## config.mk

```make
export PLATFORM = sky130hd
export DESIGN_NAME = hrs_home_return_sequencer
export DESIGN_NICKNAME = d
export VERILOG_FILES = /design/src/rtl/hrs_pkg.sv /design/src/rtl/hrs_home_return_sequencer.sv
export VERILOG_INCLUDE_DIRS = /design/src /design/src/rtl
export SDC_FILE = /design/constraint.sdc
export NUM_CORES = 2
export LEC_CHECK = 0
export BUFFER_PORTS_ARGS = -buffer_cell sky130_fd_sc_hd__buf_2
export CAP_MARGIN = 0
export CORE_ASPECT_RATIO = 0.6
export CORE_MARGIN = 5
export CORE_UTILIZATION = 60
export DETAILED_ROUTE_END_ITERATION = 8
export PLACE_DENSITY = 0.8
export SLEW_MARGIN = 10
export SYNTH_ARGS = -nofsm -noshare
export SYNTH_HDL_FRONTEND = slang
export SYNTH_SLANG_ARGS = --single-unit
```

## constraint.sdc

```tcl
create_clock -name pclk -period 106.7 [get_ports pclk]
set_input_delay 21.34 -clock pclk [delete_from_list [all_inputs] [get_ports pclk]]
set_output_delay 21.34 -clock pclk [all_outputs]
set_load 0.03 [all_outputs]
```

## src/rtl/hrs_params.svh

```systemverilog
// hrs_params.svh: register offsets, fields, reset values and timing for home return sequencer
// assumes: included by the design module and the bench; APB byte addresses
`ifndef HRS_PARAMS_SVH
`define HRS_PARAMS_SVH
// ==================================================
// register byte offsets
`define HRS_OFF_CTRL 12'h000
`define HRS_OFF_CFG 12'h004
`define HRS_OFF_HOME_ADDR 12'h008
`define HRS_OFF_STBY_ADDR 12'h00C
`define HRS_OFF_HR_SPEED 12'h010
`define HRS_OFF_CREEP 12'h014
`define HRS_OFF_ACC_TIME 12'h018
`define HRS_OFF_DSTOP_TIME 12'h01C
`define HRS_OFF_POST_DOG 12'h020
`define HRS_OFF_DWELL 12'h024
`define HRS_OFF_STATUS 12'h028
`define HRS_OFF_FEED_POS 12'h02C
`define HRS_OFF_CUR_SPEED 12'h030
// ==================================================
// field positions
`define HRS_CTRL_START 0
`define HRS_CTRL_TYPE_LO 1
`define HRS_CFG_METHOD_LO 0
`define HRS_CFG_DIR 4
`define HRS_ST_BUSY 0
`define HRS_ST_DONE 1
`define HRS_ST_REQ 2
`define HRS_ST_ERR 3
// ==================================================
// reset values
`define HRS_RST_ACC_TIME 16'h03E8
`define HRS_RST_DSTOP_TIME 16'h03E8
`define HRS_RST_SPEED 18'h0_0001
`define HRS_RST_DWELL 16'h0000
`define HRS_MAX_MS 16'h7FFF
`define HRS_MAX_POST_DOG 32'h7FFF_FFFF
// ==================================================
// timing
`define HRS_CLK_HZ 40000000
`define HRS_MS_NS 1000000
`define HRS_CLK_NS 25
`define HRS_CYC_PER_MS (`HRS_MS_NS / `HRS_CLK_NS)
`endif

```

## src/rtl/hrs_pkg.sv

```systemverilog
// hrs_pkg: types for the home return sequencer
// assumes: the params header is present on the include path
package hrs_pkg;
  // ==================================================
  // methods, return types, states
  typedef enum logic [2:0] {
    HRS_M_DOG = 3'h0,
    HRS_M_STOP1 = 3'h1,
    HRS_M_STOP2 = 3'h2,
    HRS_M_STOP3 = 3'h3,
    HRS_M_CNT1 = 3'h4,
    HRS_M_CNT2 = 3'h5
  } hrs_method_t;
  typedef enum logic [1:0] {
    HRS_T_MACHINE = 2'h0,
    HRS_T_FAST_HOME = 2'h1,
    HRS_T_FAST_STBY = 2'h2
  } hrs_type_t;
  typedef enum logic [2:0] {
    HRS_S_IDLE = 3'b000,
    HRS_S_FAST = 3'b001,
    HRS_S_SEEK = 3'b011,
    HRS_S_CREEP = 3'b010,
    HRS_S_TRAVEL = 3'b110,
    HRS_S_ZERO = 3'b111,
    HRS_S_DONE = 3'b101
  } hrs_state_t;
  // pulse outputs toward the drive
  typedef struct packed {
    logic step;
    logic dir;
  } hrs_drive_t;
  // sensors from the axis
  typedef struct packed {
    logic dog;
    logic zero;
  } hrs_sense_t;
endpackage : hrs_pkg

```

## src/rtl/hrs_home_return_sequencer.sv

```systemverilog
// hrs_home_return_sequencer: home return control for one pulse-output axis group
// assumes: APB master on pclk, dog and zero sensors asynchronous, drive takes step/dir
// Functional notes
// - machine and fast home return both offered
// - machine return starts only by start command
// - fast return targets home or standby address
// - home request flagged after reset
// - fast return refused before home established
// - one parameter set shared by all axes
// - method affects machine return only
// - speed until dog, then creep speed
// - dog method stops at zero after dog off
// - stopper 1 stops after dwell from dog
// - stopper 2 stops on zero after creep
// - stopper 3 creeps from start, zero stops
// - count 1 travels distance then zero stops
// - count 2 travels distance, decelerates, stops
// - accel time 0..32767 ms, reset 1000
// - separate decel-stop time, max 32767 ms
// - post-dog distance 0..2147483647, reset 0
// - dwell used only by stopper 1 here
// - direction bit sets address sign
// - feed position set to home address after machine return
//
// Design decisions made here: the register addresses and the APB register port.
`timescale 1ns/1ps
`include "hrs_params.svh"
module hrs_home_return_sequencer
  import hrs_pkg::*;
#(
  parameter int unsigned CYC_PER_MS = `HRS_CYC_PER_MS,
  parameter int unsigned CLK_HZ = `HRS_CLK_HZ
)(
  // clock, reset, enable
  input wire logic pclk,
  input wire logic presetn,
  input wire logic clk_en,
  // apb slave
  input wire logic psel,
  input wire logic penable,
  input wire logic pwrite,
  input wire logic [11:0] paddr,
  input wire logic [31:0] pwdata,
  output logic [31:0] prdata,
  output logic pready,
  output logic pslverr,
  // axis
  input wire hrs_sense_t sense,
  output hrs_drive_t drive
);
  // ==================================================
  // bus decode
  wire wr_en = psel && penable && pwrite && clk_en;
  wire rd_en = psel && penable && !pwrite;
  function automatic logic hit(input logic [11:0] a, input logic [11:0] off);
    hit = (a == off);
  endfunction : hit
  wire mapped = paddr <= `HRS_OFF_CUR_SPEED && paddr[1:0] == 2'b00;
  assign pready = 1'b1;
  assign pslverr = psel && penable && !mapped;

  // ==================================================
  // shared configuration, one set for all axes
  logic [2:0] method_r;
  logic dir_r;
  logic [31:0] home_addr_r, stby_addr_r, post_dog_r;
  logic [17:0] hr_speed_r, creep_r;
  logic [15:0] acc_time_r, dstop_time_r, dwell_r;
  always_ff @(posedge pclk or negedge presetn)
  begin
    if (!presetn)
    begin
      method_r <= HRS_M_DOG;
      dir_r <= 1'b0;
      home_addr_r <= 32'h0000_0000;
      stby_addr_r <= 32'h0000_0000;
      post_dog_r <= 32'h0000_0000;
      hr_speed_r <= `HRS_RST_SPEED;
      creep_r <= `HRS_RST_SPEED;
      acc_time_r <= `HRS_RST_ACC_TIME;
      dstop_time_r <= `HRS_RST_DSTOP_TIME;
      dwell_r <= `HRS_RST_DWELL;
    end
    else if (wr_en)
    begin
      if (hit(paddr, `HRS_OFF_CFG))
      begin
        method_r <= pwdata[2:0];
        dir_r <= pwdata[`HRS_CFG_DIR];
      end
      if (hit(paddr, `HRS_OFF_HOME_ADDR)) home_addr_r <= pwdata;
      if (hit(paddr, `HRS_OFF_STBY_ADDR)) stby_addr_r <= pwdata;
      if (hit(paddr, `HRS_OFF_HR_SPEED)) hr_speed_r <= pwdata[17:0];
      if (hit(paddr, `HRS_OFF_CREEP)) creep_r <= pwdata[17:0];
      if (hit(paddr, `HRS_OFF_ACC_TIME)) acc_time_r <= pwdata[15] ? `HRS_MAX_MS : pwdata[15:0];
      if (hit(paddr, `HRS_OFF_DSTOP_TIME)) dstop_time_r <= pwdata[15] ? `HRS_MAX_MS : pwdata[15:0];
      if (hit(paddr, `HRS_OFF_POST_DOG)) post_dog_r <= {1'b0, pwdata[30:0]};
      if (hit(paddr, `HRS_OFF_DWELL)) dwell_r <= pwdata[15:0];
    end
  end

  // ==================================================
  // sensor synchronisers: first stage feeds only the second
  logic [1:0] dog_s_r, zero_s_r;
  logic dog_q_r, zero_q_r;
  always_ff @(posedge pclk or negedge presetn)
  begin
    if (!presetn)
    begin
      dog_s_r <= 2'b00;
      zero_s_r <= 2'b00;
      dog_q_r <= 1'b0;
      zero_q_r <= 1'b0;
    end
    else if (clk_en)
    begin
      dog_s_r <= {dog_s_r[0], sense.dog};
      zero_s_r <= {zero_s_r[0], sense.zero};
      dog_q_r <= dog_s_r[1];
      zero_q_r <= zero_s_r[1];
    end
  end
  wire dog = dog_s_r[1];
  wire dog_rise = dog_s_r[1] && !dog_q_r;
  wire dog_fall = !dog_s_r[1] && dog_q_r;
  wire zero_rise = zero_s_r[1] && !zero_q_r;

  // ==================================================
  // start command decode
  wire start_cmd = wr_en && hit(paddr, `HRS_OFF_CTRL) && pwdata[`HRS_CTRL_START];
  wire [1:0] start_type = pwdata[`HRS_CTRL_TYPE_LO +: 2];

  // ==================================================
  // sequencer state
  hrs_state_t state_r, state_nxt;
  logic busy_r, done_r, req_r, err_r;
  logic fast_r, fdir_r, dogoff_r;
  logic [31:0] feed_r, target_r, travel_r, dwell_cnt_r;
  logic [17:0] speed_r, speed_tgt;
  logic [31:0] ms_cnt_r, ramp_cnt_r;
  logic step_tick;

  // fast return is legal only once home is established
  wire fast_ok = done_r;
  wire go_mach = start_cmd && !busy_r && start_type == HRS_T_MACHINE;
  wire go_fast = start_cmd && !busy_r && fast_ok
    && (start_type == HRS_T_FAST_HOME || start_type == HRS_T_FAST_STBY);
  wire bad_start = start_cmd && !busy_r && !go_mach && !go_fast;
  wire at_target = feed_r == target_r;
  wire travel_done = travel_r == 32'h0000_0000;
  wire dwell_done = dwell_cnt_r >= {16'h0000, dwell_r};
  // count 2 slows to a floor, not to zero, so the set distance always completes
  wire [17:0] stop_floor = (creep_r >> 2) + 18'h0_0001;

  // next-state logic; method ignored in fast mode
  always_comb
  begin
    state_nxt = state_r;
    case (state_r)
      HRS_S_IDLE:
      begin
        if (go_fast) state_nxt = HRS_S_FAST;
        else if (go_mach) state_nxt = (method_r == HRS_M_STOP3) ? HRS_S_CREEP : HRS_S_SEEK;
      end
      HRS_S_FAST: if (at_target) state_nxt = HRS_S_DONE;
      HRS_S_SEEK: if (dog_rise || dog) state_nxt = HRS_S_CREEP;
      HRS_S_CREEP:
      begin
        case (method_r)
          HRS_M_DOG: if (dogoff_r && zero_rise) state_nxt = HRS_S_DONE;
          HRS_M_STOP1: if (dwell_done) state_nxt = HRS_S_DONE;
          HRS_M_STOP2, HRS_M_STOP3: if (zero_rise) state_nxt = HRS_S_DONE;
          HRS_M_CNT1, HRS_M_CNT2: state_nxt = HRS_S_TRAVEL;
          default: state_nxt = HRS_S_DONE;
        endcase
      end
      HRS_S_TRAVEL:
      begin
        if (travel_done) state_nxt = (method_r == HRS_M_CNT1) ? HRS_S_ZERO : HRS_S_DONE;
      end
      HRS_S_ZERO: if (zero_rise) state_nxt = HRS_S_DONE;
      HRS_S_DONE: state_nxt = HRS_S_IDLE;
      default: state_nxt = HRS_S_IDLE;
    endcase
  end

  // target speed per state
  always_comb
  begin
    speed_tgt = 18'h0_0000;
    case (state_r)
      HRS_S_FAST, HRS_S_SEEK: speed_tgt = hr_speed_r;
      HRS_S_CREEP, HRS_S_ZERO: speed_tgt = creep_r;
      HRS_S_TRAVEL: speed_tgt = (method_r == HRS_M_CNT2) ? stop_floor : creep_r;
      default: speed_tgt = 18'h0_0000;
    endcase
  end

  // ramp step: one unit per tick of the ramp timer, time from the active setting
  wire [15:0] ramp_ms = (state_r == HRS_S_TRAVEL && method_r == HRS_M_CNT2) ? dstop_time_r : acc_time_r;
  wire [17:0] ramp_base = (hr_speed_r == 18'h0_0000) ? 18'h0_0001 : hr_speed_r;
  wire [31:0] ramp_div = (32'(ramp_ms) * 32'(CYC_PER_MS)) / 32'(ramp_base);
  wire ramp_tick = ramp_cnt_r >= ramp_div;
  // millisecond timer kept apart from the ramp timer so neither cuts the other short
  wire ms_tick = ms_cnt_r == 32'(CYC_PER_MS - 1);

  // ==================================================
  // sequencer registers
  always_ff @(posedge pclk or negedge presetn)
  begin
    if (!presetn)
    begin
      state_r <= HRS_S_IDLE;
      busy_r <= 1'b0;
      done_r <= 1'b0;
      req_r <= 1'b1;
      err_r <= 1'b0;
      fast_r <= 1'b0;
      fdir_r <= 1'b0;
      dogoff_r <= 1'b0;
      feed_r <= 32'h0000_0000;
      target_r <= 32'h0000_0000;
      travel_r <= 32'h0000_0000;
      dwell_cnt_r <= 32'h0000_0000;
      speed_r <= 18'h0_0000;
      ms_cnt_r <= 32'h0000_0000;
      ramp_cnt_r <= 32'h0000_0000;
    end
    else if (clk_en)
    begin
      state_r <= state_nxt;
      if (bad_start) err_r <= 1'b1;
      else if (go_mach || go_fast) err_r <= 1'b0;
      if (go_mach)
      begin
        busy_r <= 1'b1;
        done_r <= 1'b0;
        fast_r <= 1'b0;
        fdir_r <= dir_r;
        dogoff_r <= 1'b0;
        dwell_cnt_r <= 32'h0000_0000;
      end
      if (go_fast)
      begin
        busy_r <= 1'b1;
        fast_r <= 1'b1;
        target_r <= (start_type == HRS_T_FAST_HOME) ? home_addr_r : stby_addr_r;
        fdir_r <= (start_type == HRS_T_FAST_HOME) ? ($signed(home_addr_r) > $signed(feed_r))
          : ($signed(stby_addr_r) > $signed(feed_r));
      end
      if (state_r == HRS_S_SEEK && state_nxt == HRS_S_CREEP) travel_r <= post_dog_r;
      if (dog_fall && state_r == HRS_S_CREEP) dogoff_r <= 1'b1;
      // dwell counted in ms from dog on
      if (busy_r && !fast_r && state_r != HRS_S_SEEK && ms_tick)
        dwell_cnt_r <= dwell_cnt_r + 32'h0000_0001;
      if (ms_tick) ms_cnt_r <= 32'h0000_0000;
      else ms_cnt_r <= ms_cnt_r + 32'h0000_0001;
      if (ramp_tick) ramp_cnt_r <= 32'h0000_0000;
      else ramp_cnt_r <= ramp_cnt_r + 32'h0000_0001;
      // linear ramp toward target speed
      if (ramp_tick && speed_r < speed_tgt) speed_r <= speed_r + 18'h0_0001;
      else if (ramp_tick && speed_r > speed_tgt) speed_r <= speed_r - 18'h0_0001;
      if (state_nxt == HRS_S_DONE || state_nxt == HRS_S_IDLE) speed_r <= 18'h0_0000;
      if (step_tick)
      begin
        feed_r <= fdir_r ? feed_r + 32'h0000_0001 : feed_r - 32'h0000_0001;
        if (state_r == HRS_S_TRAVEL && !travel_done) travel_r <= travel_r - 32'h0000_0001;
      end
      if (state_r == HRS_S_DONE)
      begin
        busy_r <= 1'b0;
        if (!fast_r)
        begin
          feed_r <= home_addr_r;
          done_r <= 1'b1;
          req_r <= 1'b0;
        end
      end
    end
  end

  // ==================================================
  // pulse generator: phase accumulator at the current speed
  logic [31:0] phase_r;
  logic step_r;
  wire [32:0] phase_sum = {1'b0, phase_r} + 33'(speed_r);
  wire pulse_ok = busy_r && state_r != HRS_S_DONE && !(fast_r && at_target);
  assign step_tick = pulse_ok && phase_sum >= 33'(CLK_HZ);
  always_ff @(posedge pclk or negedge presetn)
  begin
    if (!presetn)
    begin
      phase_r <= 32'h0000_0000;
      step_r <= 1'b0;
    end
    else if (clk_en)
    begin
      phase_r <= !pulse_ok ? 32'h0000_0000 : step_tick ? 32'(phase_sum - 33'(CLK_HZ)) : phase_sum[31:0];
      step_r <= step_tick;
    end
  end
  // step gated by the enable so a frozen block never repeats a pulse
  assign drive = '{step: step_r && clk_en, dir: fdir_r};

  // ==================================================
  // read mux
  wire [31:0] status_w = {28'h000_0000, err_r, req_r, done_r, busy_r};
  always_ff @(posedge pclk or negedge presetn)
  begin
    if (!presetn) prdata <= 32'h0000_0000;
    else if (psel && !penable && !pwrite)
    begin
      case (paddr)
        `HRS_OFF_CFG: prdata <= {27'h000_0000, dir_r, 1'b0, method_r};
        `HRS_OFF_HOME_ADDR: prdata <= home_addr_r;
        `HRS_OFF_STBY_ADDR: prdata <= stby_addr_r;
        `HRS_OFF_HR_SPEED: prdata <= {14'h0000, hr_speed_r};
        `HRS_OFF_CREEP: prdata <= {14'h0000, creep_r};
        `HRS_OFF_ACC_TIME: prdata <= {16'h0000, acc_time_r};
        `HRS_OFF_DSTOP_TIME: prdata <= {16'h0000, dstop_time_r};
        `HRS_OFF_POST_DOG: prdata <= post_dog_r;
        `HRS_OFF_DWELL: prdata <= {16'h0000, dwell_r};
        `HRS_OFF_STATUS: prdata <= status_w;
        `HRS_OFF_FEED_POS: prdata <= feed_r;
        `HRS_OFF_CUR_SPEED: prdata <= {14'h0000, speed_r};
        default: prdata <= 32'h0000_0000;
      endcase
    end
  end
  wire unused_rd = rd_en;

  // ==================================================
  // checks
  a_req_after_reset: assert property (@(posedge pclk) $rose(presetn) |-> req_r)
    else $error("home request not set after reset");
  a_fast_needs_home: assert property (@(posedge pclk) disable iff (!presetn)
    (clk_en && start_cmd && !busy_r && !done_r && start_type != HRS_T_MACHINE) |=> !fast_r || !busy_r)
    else $error("fast return started without home");
  a_feed_at_home: assert property (@(posedge pclk) disable iff (!presetn)
    (clk_en && state_r == HRS_S_DONE && !fast_r) |=> feed_r == $past(home_addr_r))
    else $error("feed position not home address");
  a_done_clears_req: assert property (@(posedge pclk) disable iff (!presetn)
    $rose(done_r) |-> !req_r && !busy_r)
    else $error("completion flags wrong");
  a_seek_until_dog: assert property (@(posedge pclk) disable iff (!presetn)
    (clk_en && state_r == HRS_S_SEEK && !dog) |=> state_r == HRS_S_SEEK || !clk_en)
    else $error("left seek without dog");
  a_stop3_creeps: assert property (@(posedge pclk) disable iff (!presetn)
    (clk_en && go_mach && method_r == HRS_M_STOP3) |=> state_r == HRS_S_CREEP)
    else $error("stopper 3 did not creep");
  a_dog_zero_stop: assert property (@(posedge pclk) disable iff (!presetn)
    (clk_en && state_r == HRS_S_CREEP && method_r == HRS_M_DOG && !dogoff_r) |=> state_r != HRS_S_DONE)
    else $error("dog method stopped before dog off");
  a_acc_bound: assert property (@(posedge pclk) disable iff (!presetn)
    acc_time_r <= `HRS_MAX_MS && dstop_time_r <= `HRS_MAX_MS)
    else $error("ramp time out of range");
  a_dir_machine: assert property (@(posedge pclk) disable iff (!presetn)
    (clk_en && go_mach) |=> fdir_r == $past(dir_r))
    else $error("direction not taken from setting");
  // completion paths, start flags and the freeze
  a_stop1_dwell: assert property (@(posedge pclk) disable iff (!presetn)
    (clk_en && state_r == HRS_S_CREEP && method_r == HRS_M_STOP1 && !dwell_done) |=> state_r != HRS_S_DONE)
    else $error("stopper 1 stopped before dwell");
  a_cnt2_no_zero: assert property (@(posedge pclk) disable iff (!presetn)
    (clk_en && state_r == HRS_S_TRAVEL && method_r == HRS_M_CNT2 && travel_done) |=> state_r == HRS_S_DONE)
    else $error("count 2 waited after distance");
  a_busy_on_start: assert property (@(posedge pclk) disable iff (!presetn)
    (clk_en && go_mach) |=> busy_r && !done_r)
    else $error("busy not raised on start");
  a_freeze_state: assert property (@(posedge pclk) disable iff (!presetn)
    !clk_en |=> state_r == $past(state_r) && feed_r == $past(feed_r))
    else $error("state moved while frozen");
endmodule : hrs_home_return_sequencer

```

==> impl_metrics.toml <==
[status]
outcome = "finished, final reports clean"

[timing]
setup_viol = 0
period_minus_slack_ns = 102.65
worst_clock_skew_ns = 0.0444
slew_headroom_pct = 6.10
worst_pin_slew_ns = 1.40
finalCritPeriodShare_pct = 96.2
fmax_mhz = 9.74
final_hold_viol_count = 0
fin_hold_ws_ns = 0.482
maxSlewViolCount = 0

[logic_synthesis]
synth_seq_cells = 472
synth.avg_cell_area_sq_um = 8.09
synth_edf_count = 0
synth.top_cell.area_share_pct = 20.6
ys_async_sr_fraction_pct = 100
synthFlopType = "dfrtp_1"
syn_nets = 7642
synth_cell_type_count = 136
syn-instance-count = 6862
ys_seq_area_share_pct = 21.3
syn-cell-area_sq_um = 55500
yosys.area.top_type = "dfrtp_1"
ys_warn_count = 0
synth_area_leaders = "dfrtp_1, ha_1, a21oi_1"

[cts]
ctsLongestPathBuffers = 3
tritoncts = "built"
cts.sinks = 472
numCtsBuffers = 46
path_clk_slew_ns = 0.07
root_buffer = "clkbuf_16"
htree_levels = 2
clk_latency_ns = 0.64

[global_route]
track_usage_pct = 42.8
grtUsageMet2_pct = 49.9
grt_antenna_before_repair = 14
use_met1_pct = 67.3
gr-total-overflow = 0
grt_pass1_wl_microns = 328000
grt_max_degree = 86
gr-usage-met3_pct = 23.4
grt_pass1_vias = 51900
grt_busiest_layer = "met1"

[routing]
wl_per_cell_microns = 26.4
vias = 58300
first_iter_violations = 8640
totalWireLength_microns = 224000
firstDrtPassIters = 8
vias_per_cell = 6.88
drcViolationCount = 0
ant_nets = 0

[power_and_ir_drop]
vdd_drop_max_mv = 0.0156
power.total_mw = 0.715
p_per_area_nw_per_um2 = 11.4
power_leakage_nw = 31.4

[critical_path]
cp-start-kind = "register"
cpMostUsedCell = "o21a_1"
cp.arrival_ns = 103.16
path_delay_family = "compound AO/OA/AOI/OAI gates"
cp.required_ns = 107.22
crit_buf_inv = 33
cpPeakStageDelay_ns = 0.51
cp-end-kind = "register"
crit_fanout = 18
path_class = "reg2reg"
slowest_stage = "fa_1"

[die]
initial_core_util_pct = 60.5
die_h_microns = 246
dieArea_sq_um = 98900
design.core.area_sq_um = 91800
num_rows = 86
die_w_microns = 403
num_io_pins = 88

[run]
drv_cap = 0

[place]
portBuffers = 86
place_inst = 8270
hpwl_microns = 175000
place_area_sq_um = 59200
place_congestion = 1.10

[layout]
syn_to_final_growth_pct = 13.5
final_util_pct = 68.6
fillCellCount = 7562
fin_nets = 7988
drive_above_1_share_pct = 16.4
fin_area_sq_um = 63000
finalNonFillerCells = 8485

[worst_hold_path]
hold_path.class = "reg2reg"
cells in the mapped netlist, types with 76 or more instances:
library cell and instances:
a21o_1 152, o21a_1 225, mux2i_1 96, o21ai_0 366
nor2b_1 90, a21oi_1 486, nand3_1 149, clkbuf_1 188
nand2b_1 98, nand4_1 128, inv_1 378, nand2_1 542
mux2_2 203, dfrtp_1 457, nor2_1 591, xor2_1 145
xnor2_1 247, and3_1 76, or3_1 87, nor3_1 279
o31ai_1 112, ha_1 698
layout by cell type, fill, tap and decap left out, types with 44 or more instances in the layout:
| cell type | netlist | routed |
|---|---|---|
| a21o_1 | 152 | 152 |
| a21oi_1 | 486 | 440 |
| a22o_1 | 66 | 66 |
| a22oi_1 | 56 | 56 |
| and2_1 | 44 | 44 |
| and3_1 | 76 | 72 |
| buf_2 | 19 | 84 |
| buf_4 | 2 | 426 |
| clkbuf_16 | 0 | 47 |
| dfrtp_1 | 457 | 456 |
| ha_1 | 698 | 686 |
| inv_1 | 378 | 370 |
| mux2_2 | 203 | 202 |
| mux2i_1 | 96 | 79 |
| nand2_1 | 542 | 539 |
| nand2b_1 | 98 | 96 |
| nand3_1 | 149 | 145 |
| nand4_1 | 128 | 128 |
| nor2_1 | 591 | 560 |
| nor2b_1 | 90 | 85 |
| nor3_1 | 279 | 267 |
| nor4_1 | 49 | 44 |
| o21a_1 | 225 | 222 |
| o21ai_0 | 366 | 326 |
| o21bai_1 | 66 | 65 |
| o22ai_1 | 64 | 64 |
| o31ai_1 | 112 | 103 |
| or2_2 | 45 | 44 |
| or3_1 | 87 | 84 |
| xnor2_1 | 247 | 247 |
| xor2_1 | 145 | 144 |
layer usage:
layer / routed length (microns) / vias to the layer above
li1: - / 26100
met1: 100000 / 27700
met2: 75700 / 4197
met3: 44200 / 350
met4: 3620 / 14
met5: 417 / -
what timing repair did:
| item | in CTS | in global routing |
|---|---|---|
| pin swaps | 7 | 118 |
| gates cloned | 1 | 4 |
| endpoints found under the hold margin | 0 | 0 |
| setup buffers | 14 | 103 |
| hold buffers | 0 | 0 |
| resized for setup | 54 | 253 |
| setup endpoints to repair | 50 | 50 |
final cells by class:
class	count	area [sq um]	share of cell area, %
clock buffer	63	1290	2.06
inverter	393	1520	2.41
timing repair buffer	523	3820	6.06
sequential	472	11800	18.8
multi-input combinational	5772	42600	67.7
clock inverter	20	340	0.540
antenna	10	25.0	0.0397
tap	1232	1540	2.45
flip-flops by register name, summed over array words and instances (netlist names), 2 cells and up:
name	count
acc_time_r	15
ramp_cnt_r	32
travel_r	32
ms_cnt_r	32
dwell_cnt_r	32
prdata	32
phase_r	32
dwell_r	16
target_r	32
creep_r	18
zero_s_r	2
home_addr_r	32
dog_s_r	2
method_r	3
hr_speed_r	18
state_r	3
dstop_time_r	15
post_dog_r	31
feed_r	32
stby_addr_r	32
speed_r	18
worst reg2reg max path, delay by kind of cell (launching register included):
kind | cells | cell delay [ns]
AO/OA/AOI/OAI | 356 | 63.28
AND/OR/NAND/NOR | 127 | 18.72
adder cells (fa/ha/maj) | 41 | 12.46
buffers and inverters | 33 | 4.25
multiplexers | 10 | 3.15
flip-flops | 1 | 0.45
XOR/XNOR | 2 | 0.30
cell families (layout without fill, tap and decap cells):
logic type | Yosys count | after routing | synth area share, %
buffers and inverters | 622 | 999 | 4.32
other | 1 | 11 | 0.00676
AO/OA/AOI/OAI | 2042 | 2042 | 24.9
AND/OR/NAND/NOR | 2291 | 2295 | 20.3
flip-flops | 472 | 472 | 21.3
adder cells (fa/ha/maj) | 728 | 728 | 16.8
XOR/XNOR | 392 | 392 | 6.19
multiplexers | 314 | 314 | 6.16
power breakdown:
part           internal [mW]  switching [mW]  leakage (nW)  total (mW)
clock network          0.105          0.0799         0.807       0.185
logic                  0.123           0.180          24.4       0.303
registers              0.195          0.0325          6.22       0.227
worst paths after layout:
check | to | slack [ns] | from | cells after the start
worst max-delay path | speed_r[17] | 4.05 | method_r[1] | 569
worst min-delay path | ms_cnt_r[31] | 0.48 | ms_cnt_r[31] | 1
worst max register to register | speed_r[17] | 4.05 | method_r[1] | 569
worst min register to register | ms_cnt_r[31] | 0.48 | ms_cnt_r[31] | 1
max in group asynchronous | ramp_cnt_r[0] | 83.70 | presetn | 3
min in group asynchronous | home_addr_r[27] | 20.69 | presetn | 1
through the flow:
step	worst slack [ns]	TNS, ns
2_1_floorplan	0.0413	0
4_1_cts	0.0116	0
3_3_place_gp	0.493	0
6_report	4.05	0
3_5_place_dp	-3.55	-39.76
5_1_grt	-1.24	-5.80
Power figures use the tool's default switching activity.
